<file path="config.mk">
export PLATFORM = sky130hd
export DESIGN_NAME = pwm_update_and_irq_regs
export DESIGN_NICKNAME = d
export VERILOG_FILES = /design/src/pwm_update_irq_pkg.sv /design/src/pwm_update_and_irq_regs.sv
export SDC_FILE = /design/constraint.sdc
export NUM_CORES = 1
export LEC_CHECK = 0
export BUFFER_PORTS_ARGS = -buffer_cell sky130_fd_sc_hd__buf_2
export CORE_MARGIN = 2
export CORE_UTILIZATION = 47
export CTS_CLUSTER_SIZE = 12
export DETAILED_ROUTE_END_ITERATION = 7
export PLACE_DENSITY = 0.77
export SYNTH_ARGS = -nofsm -noshare
export SYNTH_HDL_FRONTEND = slang
export SYNTH_SLANG_ARGS = --single-unit
</file>
<file path="constraint.sdc">
create_clock -name clk_sys_i -period 1.3 [get_ports clk_sys_i]
set_input_delay 0.13 -clock clk_sys_i [delete_from_list [all_inputs] [get_ports clk_sys_i]]
set_output_delay 0.13 -clock clk_sys_i [all_outputs]
set_load 0.01 [all_outputs]
</file>
<file path="src/pwm_update_irq_pkg.sv">
// constants for the pwm active-copy control and interrupt register block
// assumes a single 50 MHz system clock and a plain strobe register port
package pwm_update_irq_pkg;

    // ==========================================================
    // register offsets (byte addresses)
    localparam logic [11:0] OFF_CAPTURE_STATUS = 12'h108;
    localparam logic [11:0] OFF_UPDATE_CFG     = 12'h10c;
    localparam logic [11:0] OFF_IRQ_ENABLE     = 12'h110;
    localparam logic [11:0] OFF_IRQ_RAW        = 12'h114;
    localparam logic [11:0] OFF_IRQ_MASKED     = 12'h118;
    localparam logic [11:0] OFF_IRQ_CLEAR      = 12'h11c;

    // ==========================================================
    // active_update_config field positions
    localparam int CFG_GLOBAL_EN    = 0;
    localparam int CFG_GLOBAL_FORCE = 1;
    localparam int CFG_OP_BASE      = 2;
    localparam int CFG_OP_STRIDE    = 2;
    localparam int CFG_OP_EN_OFS    = 0;
    localparam int CFG_OP_FORCE_OFS = 1;
    localparam int CFG_WIDTH        = 8;
    localparam logic [7:0] CFG_RESET = 8'h00;

    // ==========================================================
    // interrupt source positions, each a group of three
    localparam int IRQ_TIMER_STOP  = 0;
    localparam int IRQ_TIMER_ZERO  = 3;
    localparam int IRQ_TIMER_PER   = 6;
    localparam int IRQ_FAULT_START = 9;
    localparam int IRQ_FAULT_END   = 12;
    localparam int IRQ_CMP_A       = 15;
    localparam int IRQ_CMP_B       = 18;
    localparam int IRQ_CBC         = 21;
    localparam int IRQ_ONE_SHOT    = 24;
    localparam int IRQ_CAPTURE     = 27;
    localparam int IRQ_SOURCES     = 30;
    localparam logic [29:0] IRQ_RESET = 30'h0000_0000;

endpackage : pwm_update_irq_pkg

</file>
<file path="src/pwm_update_and_irq_regs.sv">
// active-copy control and 30-source interrupt registers of a three-operator pwm unit
// assumes event inputs are one-cycle pulses from logic on clk_sys_i
//
// Contract
// - toggling an operator's forced-copy bit gives that operator a forced shadow-to-active copy.
// - an operator may take scheduled copies only while its own enable and the global enable are both set.
// - toggling the global forced-copy bit forces a copy of every active register in the unit.
// - the global enable is master permission; when clear no operator enable has effect.
// - a 32-bit read-write enable register holds one enable bit per source, 30 in all, gating the masked status.
// - each event is recorded in a read-only raw status bit; writes to that register do nothing.
// - a read-only masked status register shows raw status and enable bit by bit.
// - each of three capture channels raises its own source on a capture.
// - each fault-handler output raises separate sources for one-shot and cycle-by-cycle actions.
// - each fault input raises one source when its fault begins and another when it ends.
// - each operator raises separate sources for its compare-a and compare-b events.
// - each timer raises separate sources on reaching its period and on reaching zero.
// - each timer raises a source when it stops counting.
// - writing one to a bit of the write-only clear register clears that pending source; zero leaves it.
//
// The address-and-strobe port was chosen for this implementation.
module pwm_update_and_irq_regs
    import pwm_update_irq_pkg::*;
#(
    parameter int NUM_UNITS = 3,
    parameter int ADDR_W    = 12
) (
    input  wire logic              clk_sys_i,                     // system clock
    input  wire logic              rst_n_i,                       // async reset, low
    input  wire logic [ADDR_W-1:0] addr_i,                        // register byte address
    input  wire logic [31:0]       wdata_i,                       // write data
    input  wire logic              wr_i,                          // write strobe
    input  wire logic              rd_i,                          // read strobe
    output logic      [31:0]       rdata_o,                       // read data, cycle after rd_i
    input  wire logic [31:0]       capture_status_i,              // capture status word
    input  wire logic [2:0]        timer_stop_event_i,            // timer stopped pulses
    input  wire logic [2:0]        timer_zero_reached_event_i,    // timer zero pulses
    input  wire logic [2:0]        timer_period_reached_event_i,  // timer period pulses
    input  wire logic [2:0]        fault_start_event_i,           // fault begins pulses
    input  wire logic [2:0]        fault_end_event_i,             // fault ends pulses
    input  wire logic [2:0]        operator_compare_a_event_i,    // compare-a pulses
    input  wire logic [2:0]        operator_compare_b_event_i,    // compare-b pulses
    input  wire logic [2:0]        cycle_by_cycle_fault_action_i, // cbc action pulses
    input  wire logic [2:0]        one_shot_fault_action_i,       // one-shot action pulses
    input  wire logic [2:0]        capture_event_i,               // capture pulses
    output logic      [2:0]        operator_copy_allow_o,         // scheduled copy permitted
    output logic      [2:0]        operator_forced_copy_o,        // forced copy pulse per operator
    output logic                   global_forced_copy_o,          // forced copy pulse, whole unit
    output logic                   irq_o                          // interrupt request, level
);

    // ==========================================================
    // elaboration checks
    if (NUM_UNITS != 3) begin : g_bad_units
        $error("register layout serves exactly three units");
    end
    if (ADDR_W < 9) begin : g_bad_addr
        $error("address too narrow for the register map");
    end

    // ==========================================================
    // helpers
    function automatic logic hit(input logic [ADDR_W-1:0] a, input logic [11:0] off);
        hit = (a == ADDR_W'(off));
    endfunction : hit

    function automatic int op_bit(input int unit, input int ofs);
        op_bit = CFG_OP_BASE + unit * CFG_OP_STRIDE + ofs;
    endfunction : op_bit

    // ==========================================================
    // decode
    logic wr_cfg;
    logic wr_ena;
    logic wr_clr;
    assign wr_cfg = wr_i & hit(addr_i, OFF_UPDATE_CFG);
    assign wr_ena = wr_i & hit(addr_i, OFF_IRQ_ENABLE);
    assign wr_clr = wr_i & hit(addr_i, OFF_IRQ_CLEAR);

    // ==========================================================
    // active copy control
    logic [CFG_WIDTH-1:0] cfg_reg;
    logic [2:0]           allow_reg;
    logic [2:0]           op_force_reg;
    logic                 glob_force_reg;
    logic [CFG_WIDTH-1:0] cfg_next;

    always_comb begin
        cfg_next = wr_cfg ? wdata_i[CFG_WIDTH-1:0] : cfg_reg;
    end

    always_ff @(posedge clk_sys_i or negedge rst_n_i) begin
        if (!rst_n_i) begin
            cfg_reg <= CFG_RESET;
        end else begin
            cfg_reg <= cfg_next;
        end
    end

    always_ff @(posedge clk_sys_i or negedge rst_n_i) begin
        if (!rst_n_i) begin
            allow_reg <= 3'h0;
        end else begin
            for (int u = 0; u < 3; u++) begin
                allow_reg[u] <= cfg_next[op_bit(u, CFG_OP_EN_OFS)] & cfg_next[CFG_GLOBAL_EN];
            end
        end
    end

    // pulse lands on the same edge the new toggle value is stored
    always_ff @(posedge clk_sys_i or negedge rst_n_i) begin
        if (!rst_n_i) begin
            op_force_reg   <= 3'h0;
            glob_force_reg <= 1'b0;
        end else begin
            glob_force_reg <= cfg_next[CFG_GLOBAL_FORCE] ^ cfg_reg[CFG_GLOBAL_FORCE];
            for (int u = 0; u < 3; u++) begin
                op_force_reg[u] <= (cfg_next[op_bit(u, CFG_OP_FORCE_OFS)]
                                    ^ cfg_reg[op_bit(u, CFG_OP_FORCE_OFS)])
                                   | (cfg_next[CFG_GLOBAL_FORCE] ^ cfg_reg[CFG_GLOBAL_FORCE]);
            end
        end
    end

    assign operator_copy_allow_o  = allow_reg;
    assign operator_forced_copy_o = op_force_reg;
    assign global_forced_copy_o   = glob_force_reg;

    // ==========================================================
    // interrupt sources
    logic [IRQ_SOURCES-1:0] ev;

    always_comb begin
        ev = '0;
        ev[IRQ_TIMER_STOP  +: 3] = timer_stop_event_i;
        ev[IRQ_TIMER_ZERO  +: 3] = timer_zero_reached_event_i;
        ev[IRQ_TIMER_PER   +: 3] = timer_period_reached_event_i;
        ev[IRQ_FAULT_START +: 3] = fault_start_event_i;
        ev[IRQ_FAULT_END   +: 3] = fault_end_event_i;
        ev[IRQ_CMP_A       +: 3] = operator_compare_a_event_i;
        ev[IRQ_CMP_B       +: 3] = operator_compare_b_event_i;
        ev[IRQ_CBC         +: 3] = cycle_by_cycle_fault_action_i;
        ev[IRQ_ONE_SHOT    +: 3] = one_shot_fault_action_i;
        ev[IRQ_CAPTURE     +: 3] = capture_event_i;
    end

    // ==========================================================
    // interrupt registers
    logic [IRQ_SOURCES-1:0] ena_reg;
    logic [IRQ_SOURCES-1:0] raw_reg;
    logic [IRQ_SOURCES-1:0] masked;
    logic                   irq_reg;

    always_ff @(posedge clk_sys_i or negedge rst_n_i) begin
        if (!rst_n_i) begin
            ena_reg <= IRQ_RESET;
        end else if (wr_ena) begin
            ena_reg <= wdata_i[IRQ_SOURCES-1:0];
        end
    end

    // a set in the same cycle as its clear wins; writes to raw are ignored
    always_ff @(posedge clk_sys_i or negedge rst_n_i) begin
        if (!rst_n_i) begin
            raw_reg <= IRQ_RESET;
        end else begin
            raw_reg <= (raw_reg & ~(wr_clr ? wdata_i[IRQ_SOURCES-1:0] : '0)) | ev;
        end
    end

    assign masked = raw_reg & ena_reg;

    always_ff @(posedge clk_sys_i or negedge rst_n_i) begin
        if (!rst_n_i) begin
            irq_reg <= 1'b0;
        end else begin
            irq_reg <= |masked;
        end
    end

    assign irq_o = irq_reg;

    // ==========================================================
    // read port
    logic [31:0] rdata_reg;

    always_ff @(posedge clk_sys_i or negedge rst_n_i) begin
        if (!rst_n_i) begin
            rdata_reg <= 32'h0000_0000;
        end else if (rd_i) begin
            if (hit(addr_i, OFF_CAPTURE_STATUS)) begin
                rdata_reg <= capture_status_i;
            end else if (hit(addr_i, OFF_UPDATE_CFG)) begin
                rdata_reg <= {24'h00_0000, cfg_reg};
            end else if (hit(addr_i, OFF_IRQ_ENABLE)) begin
                rdata_reg <= {2'h0, ena_reg};
            end else if (hit(addr_i, OFF_IRQ_RAW)) begin
                rdata_reg <= {2'h0, raw_reg};
            end else if (hit(addr_i, OFF_IRQ_MASKED)) begin
                rdata_reg <= {2'h0, masked};
            end else begin
                rdata_reg <= 32'h0000_0000;
            end
        end else begin
            rdata_reg <= 32'h0000_0000;
        end
    end

    assign rdata_o = rdata_reg;
endmodule : pwm_update_and_irq_regs

</file>
Word level (Yosys, flattened, before mapping)
Index checks and enable logic that the tools add are counted.

Register bits after elaboration: 108. Input port bits: 110.

Equal/unequal tests: 6. Multiplexer cells: 8. Reduce and logical (&&, ||, !) cells: 1. Bitwise logic cells: 17.

Operators by type and width (number): $mux 30 (5); $eq 12x9->1 const B (6); $mux 32 (2); $and 30x30->30 (2); $not 30->30 (1); $or 30x30->30 (1); $reduce_or 30->1 (1); $mux 8 (1); $and 1x1->1 (6); $xor 1x1->1 (4); $or 1x1->1 (3).

Depth between registers and ports, before layout
Gate-level depths: netlist of run 1.

Word-level depth: 7. Depth in mapped cells: 7.

Least setup slack after synthesis of run 1
No wires, ideal clock.

Path kind: input -> register. From: input port addr_i[11]. To: register cfg_reg[4]. Data required time: 1175 ps. Setup slack: -335 ps. Stages on the path: 6. Arrival time: 1510 ps. Cell sequence: nor4b_4 nand4_4 or2_1 buf_6 buf_6 mux2_4.

Word-level cells in the longest chain between the ends: 3.

Ends and longest elaborated chain: from (decl) (line pwm_update_and_irq_regs.sv:29) `input wire logic [ADDR_W-1:0] addr_i,`; $eq 12x9->1 (line pwm_update_and_irq_regs.sv:63) `hit = (a == ADDR_W'(off));`; $and 1x1->1 (line pwm_update_and_irq_regs.sv:75) `assign wr_cfg = wr_i & hit(addr_i, OFF_UPDATE_CFG);`; $mux 8 (line pwm_update_and_irq_regs.sv:88) `cfg_next = wr_cfg ? wdata_i[CFG_WIDTH-1:0] : cfg_reg;`; net cfg_next[4] (line pwm_update_and_irq_regs.sv:85) `logic [CFG_WIDTH-1:0] cfg_next;`; to (signal assigned) (line pwm_update_and_irq_regs.sv:95) `cfg_reg <= cfg_next;`; to (decl) (line pwm_update_and_irq_regs.sv:81) `logic [CFG_WIDTH-1:0] cfg_reg;`.

The timed path passes the listed nets, and every way through them passes these cells. A chain may end at the register's enable or synchronous reset.

Final worst setup path of run 1
From: register raw_reg[28]. To: register irq_reg, in the netlist irq_o.

Word-level cells in the longest chain between the ends: 2.

Ends and longest elaborated chain: from (decl) (line pwm_update_and_irq_regs.sv:149) `logic [IRQ_SOURCES-1:0] raw_reg;`; from (signal assigned) (line pwm_update_and_irq_regs.sv:166) `raw_reg <= (raw_reg & ~(wr_clr ? wdata_i[IRQ_SOURCES-1:0] : '0)) | ev;`; $and 30x30->30 (line pwm_update_and_irq_regs.sv:170) `assign masked = raw_reg & ena_reg;`; $reduce_or 30->1 (line pwm_update_and_irq_regs.sv:176) `irq_reg <= |masked;`; to (signal assigned) (line pwm_update_and_irq_regs.sv:176); to (decl) (line pwm_update_and_irq_regs.sv:151) `logic irq_reg;`.

No other way between the ends.

==> results of run 1 <==
[synth_stat cells (2+ instances only)]
master,count
mux2i_1,3
nand3_1,2
and4_1,2
inv_1,12
buf_4,2
a311oi_1,8
buf_2,3
xnor2_1,4
dfrtp_1,108
nand2b_1,22
a21oi_1,3
mux2_4,3
a32o_1,22
nand2_1,47
buf_6,2
nand4_1,3
a21o_1,30
clkbuf_1,21
o32ai_2,8
a22oi_1,37
nor2b_1,10
mux2_2,27
mux2_1,8
nor2_1,34
nor3_1,9
[power groups by stage]
| stage | combinational, mW | clock, mW | sequential, mW |
|---|---|---|---|
| finish | 0.814 | 2.32 | 3.37 |
| global placement | 0.580 | 0 | 3.44 |
| detailed placement | 0.588 | 0 | 3.44 |
| CTS | 0.736 | 2.29 | 3.37 |
| global route | 0.873 | 2.47 | 3.37 |
| floorplan | 0.191 | 0 | 3.44 |
[worst min path at each step]
stage                    startpoint                  endpoint  cells past startpoint
3_5_place_dp                rst_n_i  operator_copy_allow_o[0]                      1
3_3_place_gp                rst_n_i  operator_copy_allow_o[0]                      1
5_1_grt                 wdata_i[23]               ena_reg[23]                      2
2_1_floorplan               rst_n_i                cfg_reg[0]                      0
6_report       capture_status_i[21]               rdata_o[21]                      3
4_1_cts         capture_status_i[3]                rdata_o[3]                      3
[critical path: stages (launching register included)]
cell and delay (ps):
dfrtp_1 420, a22oi_1 290, nand4_1 180, or4_1 550
[metrics by stage]
| stage | instances | setup slack [ps] | power, mW | TNS, ps | util, % |
|---|---|---|---|---|---|
| 2_1_floorplan | 440 | -326 | 3.63 | -13330 | - |
| 3_3_place_gp | 777 | -382 | 4.02 | -33220 | 63.7 |
| 3_5_place_dp | 777 | -434 | 4.03 | -36140 | 63.7 |
| 4_1_cts | 853 | -103 | 6.40 | -103 | 72.1 |
| 5_1_grt | 864 | -312 | 6.71 | -1170 | 76.5 |
| 6_report | 864 | -282 | 6.51 | -594 | 76.5 |
[per-layer routing]
metal  routed length (µm)  track usage (%)  vias up
li1                     -                -     2160
met3                 1280             3.81       63
met1                 6480             32.6     2398
met5                    0                0        -
met4                  642             15.0        0
met2                 8870             49.5      274
[area by class of cell]
class,instances,share of cell area (%)
sequential,108,34.1
tap,136,2.15
inverter,12,0.568
clock inverter,4,0.931
clock buffer,11,1.78
multi-input combinational,292,32.3
timing repair buffer,301,28.2
[repair_timing]
item,in CTS,in global routing
resized for setup,10,79
pin swaps,10,32
setup buffers,2,8
gates cloned,0,4
endpoints found under the hold margin,138,0
hold buffers,60,0
endpoints found under the setup margin,12,71
[cells by family after synthesis]
group | after synthesis | share of synthesized area, %
and+or+nand+nor | 139 | 14.2
AOI/OAI and AO/OA | 108 | 18.6
DFF | 108 | 53.7
muxes | 41 | 9.31
buffers and inverters | 40 | 3.50
xor gates and xnor gates | 4 | 0.695
==> impl_metrics.tcl, run 1 <==
set metrics [dict create \
    synth_largest_area_cell "dfrtp_1" \
    wl_per_cell_um 20.0 \
    numCtsBuffers 9 \
    fin_area_um2 7930 \
    tightest_slew_ps 634 \
    drive_above_1_share_pct 49.9 \
    hold_path_class "in2reg" \
    place_congestion 0.819 \
    cp.required_ps 1570 \
    r2r_start "raw_reg[28]" \
    placed_area_um2 6600 \
    yosys_register_bits 108 \
    largest_reg_flops 32 \
    setup_ws_ps -282 \
    clk-insertion-delay-late_ps 410 \
    crit_fanout 2 \
    power_leakage_nw 3.85 \
    area.growth.synth_to_final_pct 57.5 \
    final_cell_mix "144 x buf_2, 108 x dfrtp_1, 69 x buf_4" \
    ys.flop_type "dfrtp_1" \
    setup_viol 13 \
    grt_max_degree 38 \
    max_freq_mhz 632 \
    dp_hpwl_um 10200 \
    path_clk_slew_ps 110 \
    finalNetCount 834 \
    relSlewSlack_pct 57.6 \
    startpoint_type "register" \
    drt_wl_total_um 17300 \
    syn_inst 440 \
    cts.sinks 108 \
    num_io_pins 150 \
    grt_pass1_vias 5058 \
    multi_input_area_um2 2560 \
    yosysWarnings 0 \
    vias 4895 \
    antenna_found_initial 0 \
    cap_violations 0 \
    die_x_um 108 \
    drt_first_iter_violations 397 \
    drc 0 \
    vdd_drop_max_mv 0.539 \
    swShare_pct 24.7 \
    grt-ovfl-total 0 \
    coreArea_um2 10400 \
    maxSlewViolCount 0 \
    worst_setup_path_end_kind "register" \
    min_period_ps 1580 \
    dr.pass1.iters 7 \
    r2r_slack_ps -280 \
    h-tree-depth 3 \
    async_flop_share_pct 100 \
    crit_type "reg2reg" \
    regArea_um2 2700 \
    p_seq_share_pct 51.8 \
    holdWs_ps -17.6 \
    mostFrequentLayoutCell "buf_2" \
    fp.dieH_um 108 \
    routed_via_density 5.67 \
    power.internal_mw 4.90 \
    die-area_um2 11600 \
    clkPwrFrac_pct 35.7 \
    cts_buffer_depth 2 \
    yosys-top-cells-area "dfrtp_1 54%, mux2_2 6.0%, a22oi_1 5.5%" \
    grt_pass1_wl_um 24600 \
    io_buffers 147 \
    critPathCapture "irq_o" \
    powerDensity_nw_per_um2 821 \
    root_buffer "clkbuf_8" \
    synth_area_per_cell_um2 11.4 \
    synth_edf_count 0 \
    violations "hold timing, setup timing" \
    rr_endpoint "irq_o" \
    syn_area_um2 5040 \
    clock_skew_ps 15.5 \
    final_antenna_net_count 0 \
    p_sw_mw 1.61 \
    fill_cells 619 \
    rsz0062_at_grt "true" \
    synth_cell_types 35 \
    r2r_cells 3 \
    period_share_pct 122 \
    p_comb_share_pct 12.5 \
    rows 37 \
    start_util_pct 48.6 \
    startpoint "raw_reg[28]" \
    num_antenna_cells 0 \
    outcome "complete, but fails checks" \
    synth_top_area_share_pct 53.7 \
    cts_tree "done" \
    cp.arrival_ps 1850 \
    grt_util_all_layers_pct 27.9 \
    hold_viol_final 7 \
    syn_nets 550 \
    ys_seq_area_share_pct 53.7 \
]
No activity file was read; power rests on OpenSTA's default activity.
==> run 2, diff against run 1 <==
--- a/config.mk
+++ b/config.mk
@@ -6,7 +6,7 @@
 export NUM_CORES = 1
 export LEC_CHECK = 0
 export BUFFER_PORTS_ARGS = -buffer_cell sky130_fd_sc_hd__buf_2
-export CORE_MARGIN = 2
+export CORE_MARGIN = 3
 export CORE_UTILIZATION = 47
 export CTS_CLUSTER_SIZE = 12
 export DETAILED_ROUTE_END_ITERATION = 7
==> run 2 against run 1 <==
Compared with the run above: sequential power about the same; power down 1.9%; largest cell class unchanged; wire length up 2.0%; setup slack better by 150 ps; the run still ends with hold timing, setup timing left; critical path type unchanged; largest power group unchanged; register-to-register slack better by 150 ps.
==> impl_metrics.tcl, run 2 (synthesis gave the netlist of run 1 again) <==
set metrics [dict create \
    cp.arrival_ps 1690 \
    hold_depth 3 \
    outcome "complete, but fails checks" \
    largest_reg_flops 32 \
    regArea_um2 2700 \
    grt_max_degree 43 \
    cts.sinks 108 \
    numCtsBuffers 9 \
    startpoint_type "register" \
    drc 0 \
    area.growth.synth_to_final_pct 57.0 \
    start_util_pct 48.6 \
    path_buf_inv 0 \
    root_buffer "clkbuf_8" \
    placed_area_um2 6600 \
    r2r_start "raw_reg[26]" \
    dp_slack_ps -476 \
    io_buffers 147 \
    multi_input_area_um2 2600 \
    place_congestion 0.846 \
    relSlewSlack_pct 55.9 \
    dp_hpwl_um 10500 \
    drive_above_1_share_pct 50.5 \
    mostFrequentLayoutCell "buf_2" \
    cp_cell_sequence "a22oi_2, nand3_1, or4_1" \
    maxSlewViolCount 0 \
    instances_no_fill 863 \
    setup_ws_ps -128 \
    final_antenna_net_count 0 \
    worst_setup_path_end_kind "register" \
    final_cell_mix "144 x buf_2, 108 x dfrtp_1, 72 x buf_4" \
    utilization_pct 76.2 \
    routed_via_density 5.68 \
    startpoint "raw_reg[26]" \
    cp.depth 3 \
    dpl.cell_count 778 \
    fill_cells 624 \
    r2r_cells 3 \
    clock_skew_ps 9.18 \
    dr.pass1.iters 5 \
    rsz0062_at_grt "true" \
    die_x_um 110 \
    rows 37 \
    setup_viol 10 \
    max_freq_mhz 701 \
    grt_pass1_vias 5017 \
    fp.dieH_um 110 \
    drt_wl_total_um 17600 \
    min_period_ps 1430 \
    crit_type "reg2reg" \
    grt_util_all_layers_pct 28.1 \
    hold_viol_final 1 \
    wl_per_cell_um 20.4 \
    crit_family "simple AND/OR/NAND/NOR gates" \
    cts_buffer_depth 2 \
    finalNetCount 833 \
    path_clk_slew_ps 110 \
    num_io_pins 150 \
    die-area_um2 12000 \
    period_share_pct 110 \
    grt_pass1_wl_um 25300 \
    coreArea_um2 10400 \
    drt_first_iter_violations 410 \
    grt-ovfl-total 0 \
    vdd_drop_max_mv 0.495 \
    vias 4903 \
    powerDensity_nw_per_um2 808 \
    clk-insertion-delay-late_ps 390 \
    holdWs_ps -7.12 \
    min_from "capture_status_i[21]" \
    fin_area_um2 7910 \
    power_leakage_nw 3.82 \
    tightest_slew_ps 661 \
    h-tree-depth 3 \
    worst_path_max_delay_cell "or4_1" \
    hold_path_class "in2reg" \
    cap_violations 0 \
    cp.required_ps 1570 \
    power.total_mw 6.39 \
    num_antenna_cells 0 \
    antenna_found_initial 0 \
    cts_tree "done" \
    slowest_delay_ps 500 \
    violations "hold timing, setup timing" \
    crit_fanout 2 \
]
## run 2: layer usage
| metal | share of wire [%] | global-route usage, % |
|---|---|---|
| met4 | 3.7 | 14.3 |
| met1 | 38 | 34.5 |
| met2 | 52 | 48.0 |
| met3 | 6.4 | 4.23 |
| met5 | 0 | 0 |
## run 2: path summary, 6_finish.rpt
path                                    end  slack, ps
worst max-delay path                  irq_o       -130
worst min-delay path            rdata_o[21]         -7
worst max register to register        irq_o       -130
worst min register to register  ena_reg[24]        540
max in group asynchronous        raw_reg[7]        570
min in group asynchronous       rdata_o[21]        170
## run 2: per-stage QoR
stage | setup TNS [ps] | hold WS (ps)
finish | -298 | -7.12
global route | -905 | 11.7
CTS | -74.4 | 0.219
detailed placement | -37600 | 59.2
global placement | -34110 | 56.4
floorplan | -13330 | -166
## run 2: power by group
part	internal, mW	switching, mW	total, mW
combinational	0.402	0.408	0.810
sequential	3.37	0.00729	3.37
clock	1.04	1.16	2.21
total	4.81	1.58	6.39
## run 2: repair_timing
| action | CTS | global route |
|---|---|---|
| resized for setup | 21 | 73 |
| setup endpoints to repair | 19 | 37 |
| pin swaps | 10 | 47 |
| gates cloned | 1 | 0 |
| hold buffers | 55 | 3 |
| setup buffers | 3 | 9 |
| hold endpoints to repair | 161 | 3 |
## run 2: final cells by class
type	instances	area share [%]
flip-flops and latches	108	34.2
multi-input cells	292	32.9
clock buffers	12	2.09
repair buffers	300	27.6
clock inverters	3	0.554
well taps	136	2.15
inverters	12	0.570
## run 2: tightest hold or removal path, stage by stage
cell and delay [ps]:
buf_2 80, a22oi_2 60, nor2_1 80
==> run 3, diff against run 2 <==
--- a/config.mk
+++ b/config.mk
@@ -7,10 +7,10 @@
 export LEC_CHECK = 0
 export BUFFER_PORTS_ARGS = -buffer_cell sky130_fd_sc_hd__buf_2
 export CORE_MARGIN = 3
-export CORE_UTILIZATION = 47
+export CORE_UTILIZATION = 52
 export CTS_CLUSTER_SIZE = 12
 export DETAILED_ROUTE_END_ITERATION = 7
-export PLACE_DENSITY = 0.77
+export PLACE_DENSITY = 0.8
 export SYNTH_ARGS = -nofsm -noshare
 export SYNTH_HDL_FRONTEND = slang
 export SYNTH_SLANG_ARGS = --single-unit
==> constraint.sdc (replaced) <==
create_clock -name clk_sys_i -period 1.65 [get_ports clk_sys_i]
set_input_delay 0.165 -clock clk_sys_i [delete_from_list [all_inputs] [get_ports clk_sys_i]]
set_output_delay 0.165 -clock clk_sys_i [all_outputs]
set_load 0.01 [all_outputs]
==> run 3 against run 2 <==
Compared with the run above: the run now ends clean; combinational power fell by 39%; sequential share of layout area rose by 7.1 points; non-clock buffer count fell by 97; largest power group unchanged.
==> impl_metrics.tcl, run 3 (synthesis gave the netlist of run 1 again) <==
set metrics [dict create \
    outcome "finished, final reports clean" \
    start_util_pct 54.0 \
    cts_tree "done" \
    drt_wl_total_um 13500 \
    cts_hold_buf 30 \
    io_buffers 147 \
    cp.arrival_ps 1680 \
    clock_skew_ps 8.85 \
    die_x_um 104 \
    rows 35 \
    max_freq_mhz 695 \
    grt_max_degree 38 \
    dp_hpwl_um 9550 \
    place_congestion 0.881 \
    crit_fanout 4 \
    hold_viol_final 0 \
    grt_pass1_wl_um 21900 \
    grt-ovfl-total 0 \
    tightest_slew_ps 1050 \
    cts_resized 0 \
    min_from "one_shot_fault_action_i[2]" \
    num_antenna_cells 0 \
    clk-insertion-delay-late_ps 370 \
    drive_above_1_share_pct 36.8 \
    period_share_pct 87.2 \
    finalNetCount 736 \
    vdd_drop_max_mv 0.347 \
    postCtsSetupBuffers 0 \
    h-tree-depth 3 \
    power_leakage_nw 3.07 \
    min_period_ps 1440 \
    vias 4211 \
    cts_buffer_depth 2 \
    fp.dieH_um 104 \
    drc 0 \
    numCtsBuffers 9 \
    root_buffer "clkbuf_8" \
    die-area_um2 10900 \
    startpoint_type "register" \
    r2r_start "raw_reg[17]" \
    final_cell_mix "146 x buf_2, 108 x dfrtp_1, 47 x nand2_1" \
    startpoint "raw_reg[17]" \
    drt_first_iter_violations 213 \
    dpl.cell_count 713 \
    instances_no_fill 760 \
    powerDensity_nw_per_um2 710 \
    antenna_found_initial 0 \
    cp.required_ps 1900 \
    area.growth.synth_to_final_pct 29.9 \
    holdWs_ps 7.40 \
    relSlewSlack_pct 29.9 \
    cts.sinks 108 \
    power.total_mw 4.65 \
    grt_util_all_layers_pct 24.9 \
    final_antenna_net_count 0 \
    largest_reg_flops 32 \
    worst_setup_path_end_kind "register" \
    mostFrequentLayoutCell "buf_2" \
    num_io_pins 150 \
    rsz0062_at_grt "false" \
    wl_per_cell_um 17.8 \
    setup_viol 0 \
    crit_type "reg2reg" \
    coreArea_um2 9330 \
    hold_path_class "in2reg" \
    grt_pass1_vias 4319 \
    cap_violations 0 \
    routed_via_density 5.54 \
    dr.pass1.iters 5 \
    path_clk_slew_ps 100 \
    utilization_pct 70.2 \
    fill_cells 681 \
    maxSlewViolCount 0 \
]
run 3: cell count changes in the layout (fill, tap and decap cells not counted), moves of 22 or more:
cell / before / now
buf_4: 72 / 22
dlygate4sd3_1: 58 / 31
mux2_4: 25 / 3
a22oi_2: 25 / 0
a22oi_1: 12 / 37
run 3: final timing paths:
path | endpoint | slack [ps] | depth (start not counted)
setup / recovery | irq_o | 210 | 3
hold / removal | raw_reg[26] | 7 | 2
setup reg to reg | irq_o | 210 | 3
hold reg to reg | raw_reg[22] | 540 | 1
max in group asynchronous | ena_reg[10] | 840 | 3
min in group asynchronous | rdata_o[21] | 260 | 2
run 3: critical path: stages, from the launching register on:
cell     delay, ps
dfrtp_1        420
a22oi_1        240
nand3_1        140
or4_1          510
run 3: metrics by stage:
stage / worst slack, ps / instance area, µm² / TNS, ps
finish: 212 / 6540 / 0
global route: 132 / 6540 / 0
CTS: 202 / 6530 / 0
detailed placement: -146 / 6060 / -4980
global placement: -132 / 6060 / -4580
floorplan: -14.9 / 5040 / -44.6
run 3: where the power goes:
group          switching, mW  total (mW)  internal [mW]
clock                  0.935        1.50          0.564
sequential           0.00476        2.66           2.65
combinational          0.254       0.492          0.238
run 3: area by class of cell:
| class | count | area, µm² | share of cell area, % |
|---|---|---|---|
| Tap cell | 129 | 161 | 2.47 |
| Multi-Input combinational cell | 292 | 2170 | 33.2 |
| Clock inverter | 6 | 50.0 | 0.765 |
| Timing Repair Buffer | 203 | 1290 | 19.7 |
| Sequential cell | 108 | 2700 | 41.3 |
| Clock buffer | 10 | 128 | 1.95 |
| Inverter | 12 | 45.0 | 0.688 |
run 3: routing by layer:
| metal | global-route usage, % | vias to the layer above | wire (µm) |
|---|---|---|---|
| met5 | 0 | - | 0 |
| met4 | 7.50 | 0 | 291 |
| li1 | - | 1970 | - |
| met1 | 33.6 | 2066 | 5580 |
| met2 | 41.4 | 155 | 6870 |
| met3 | 4.10 | 20 | 761 |
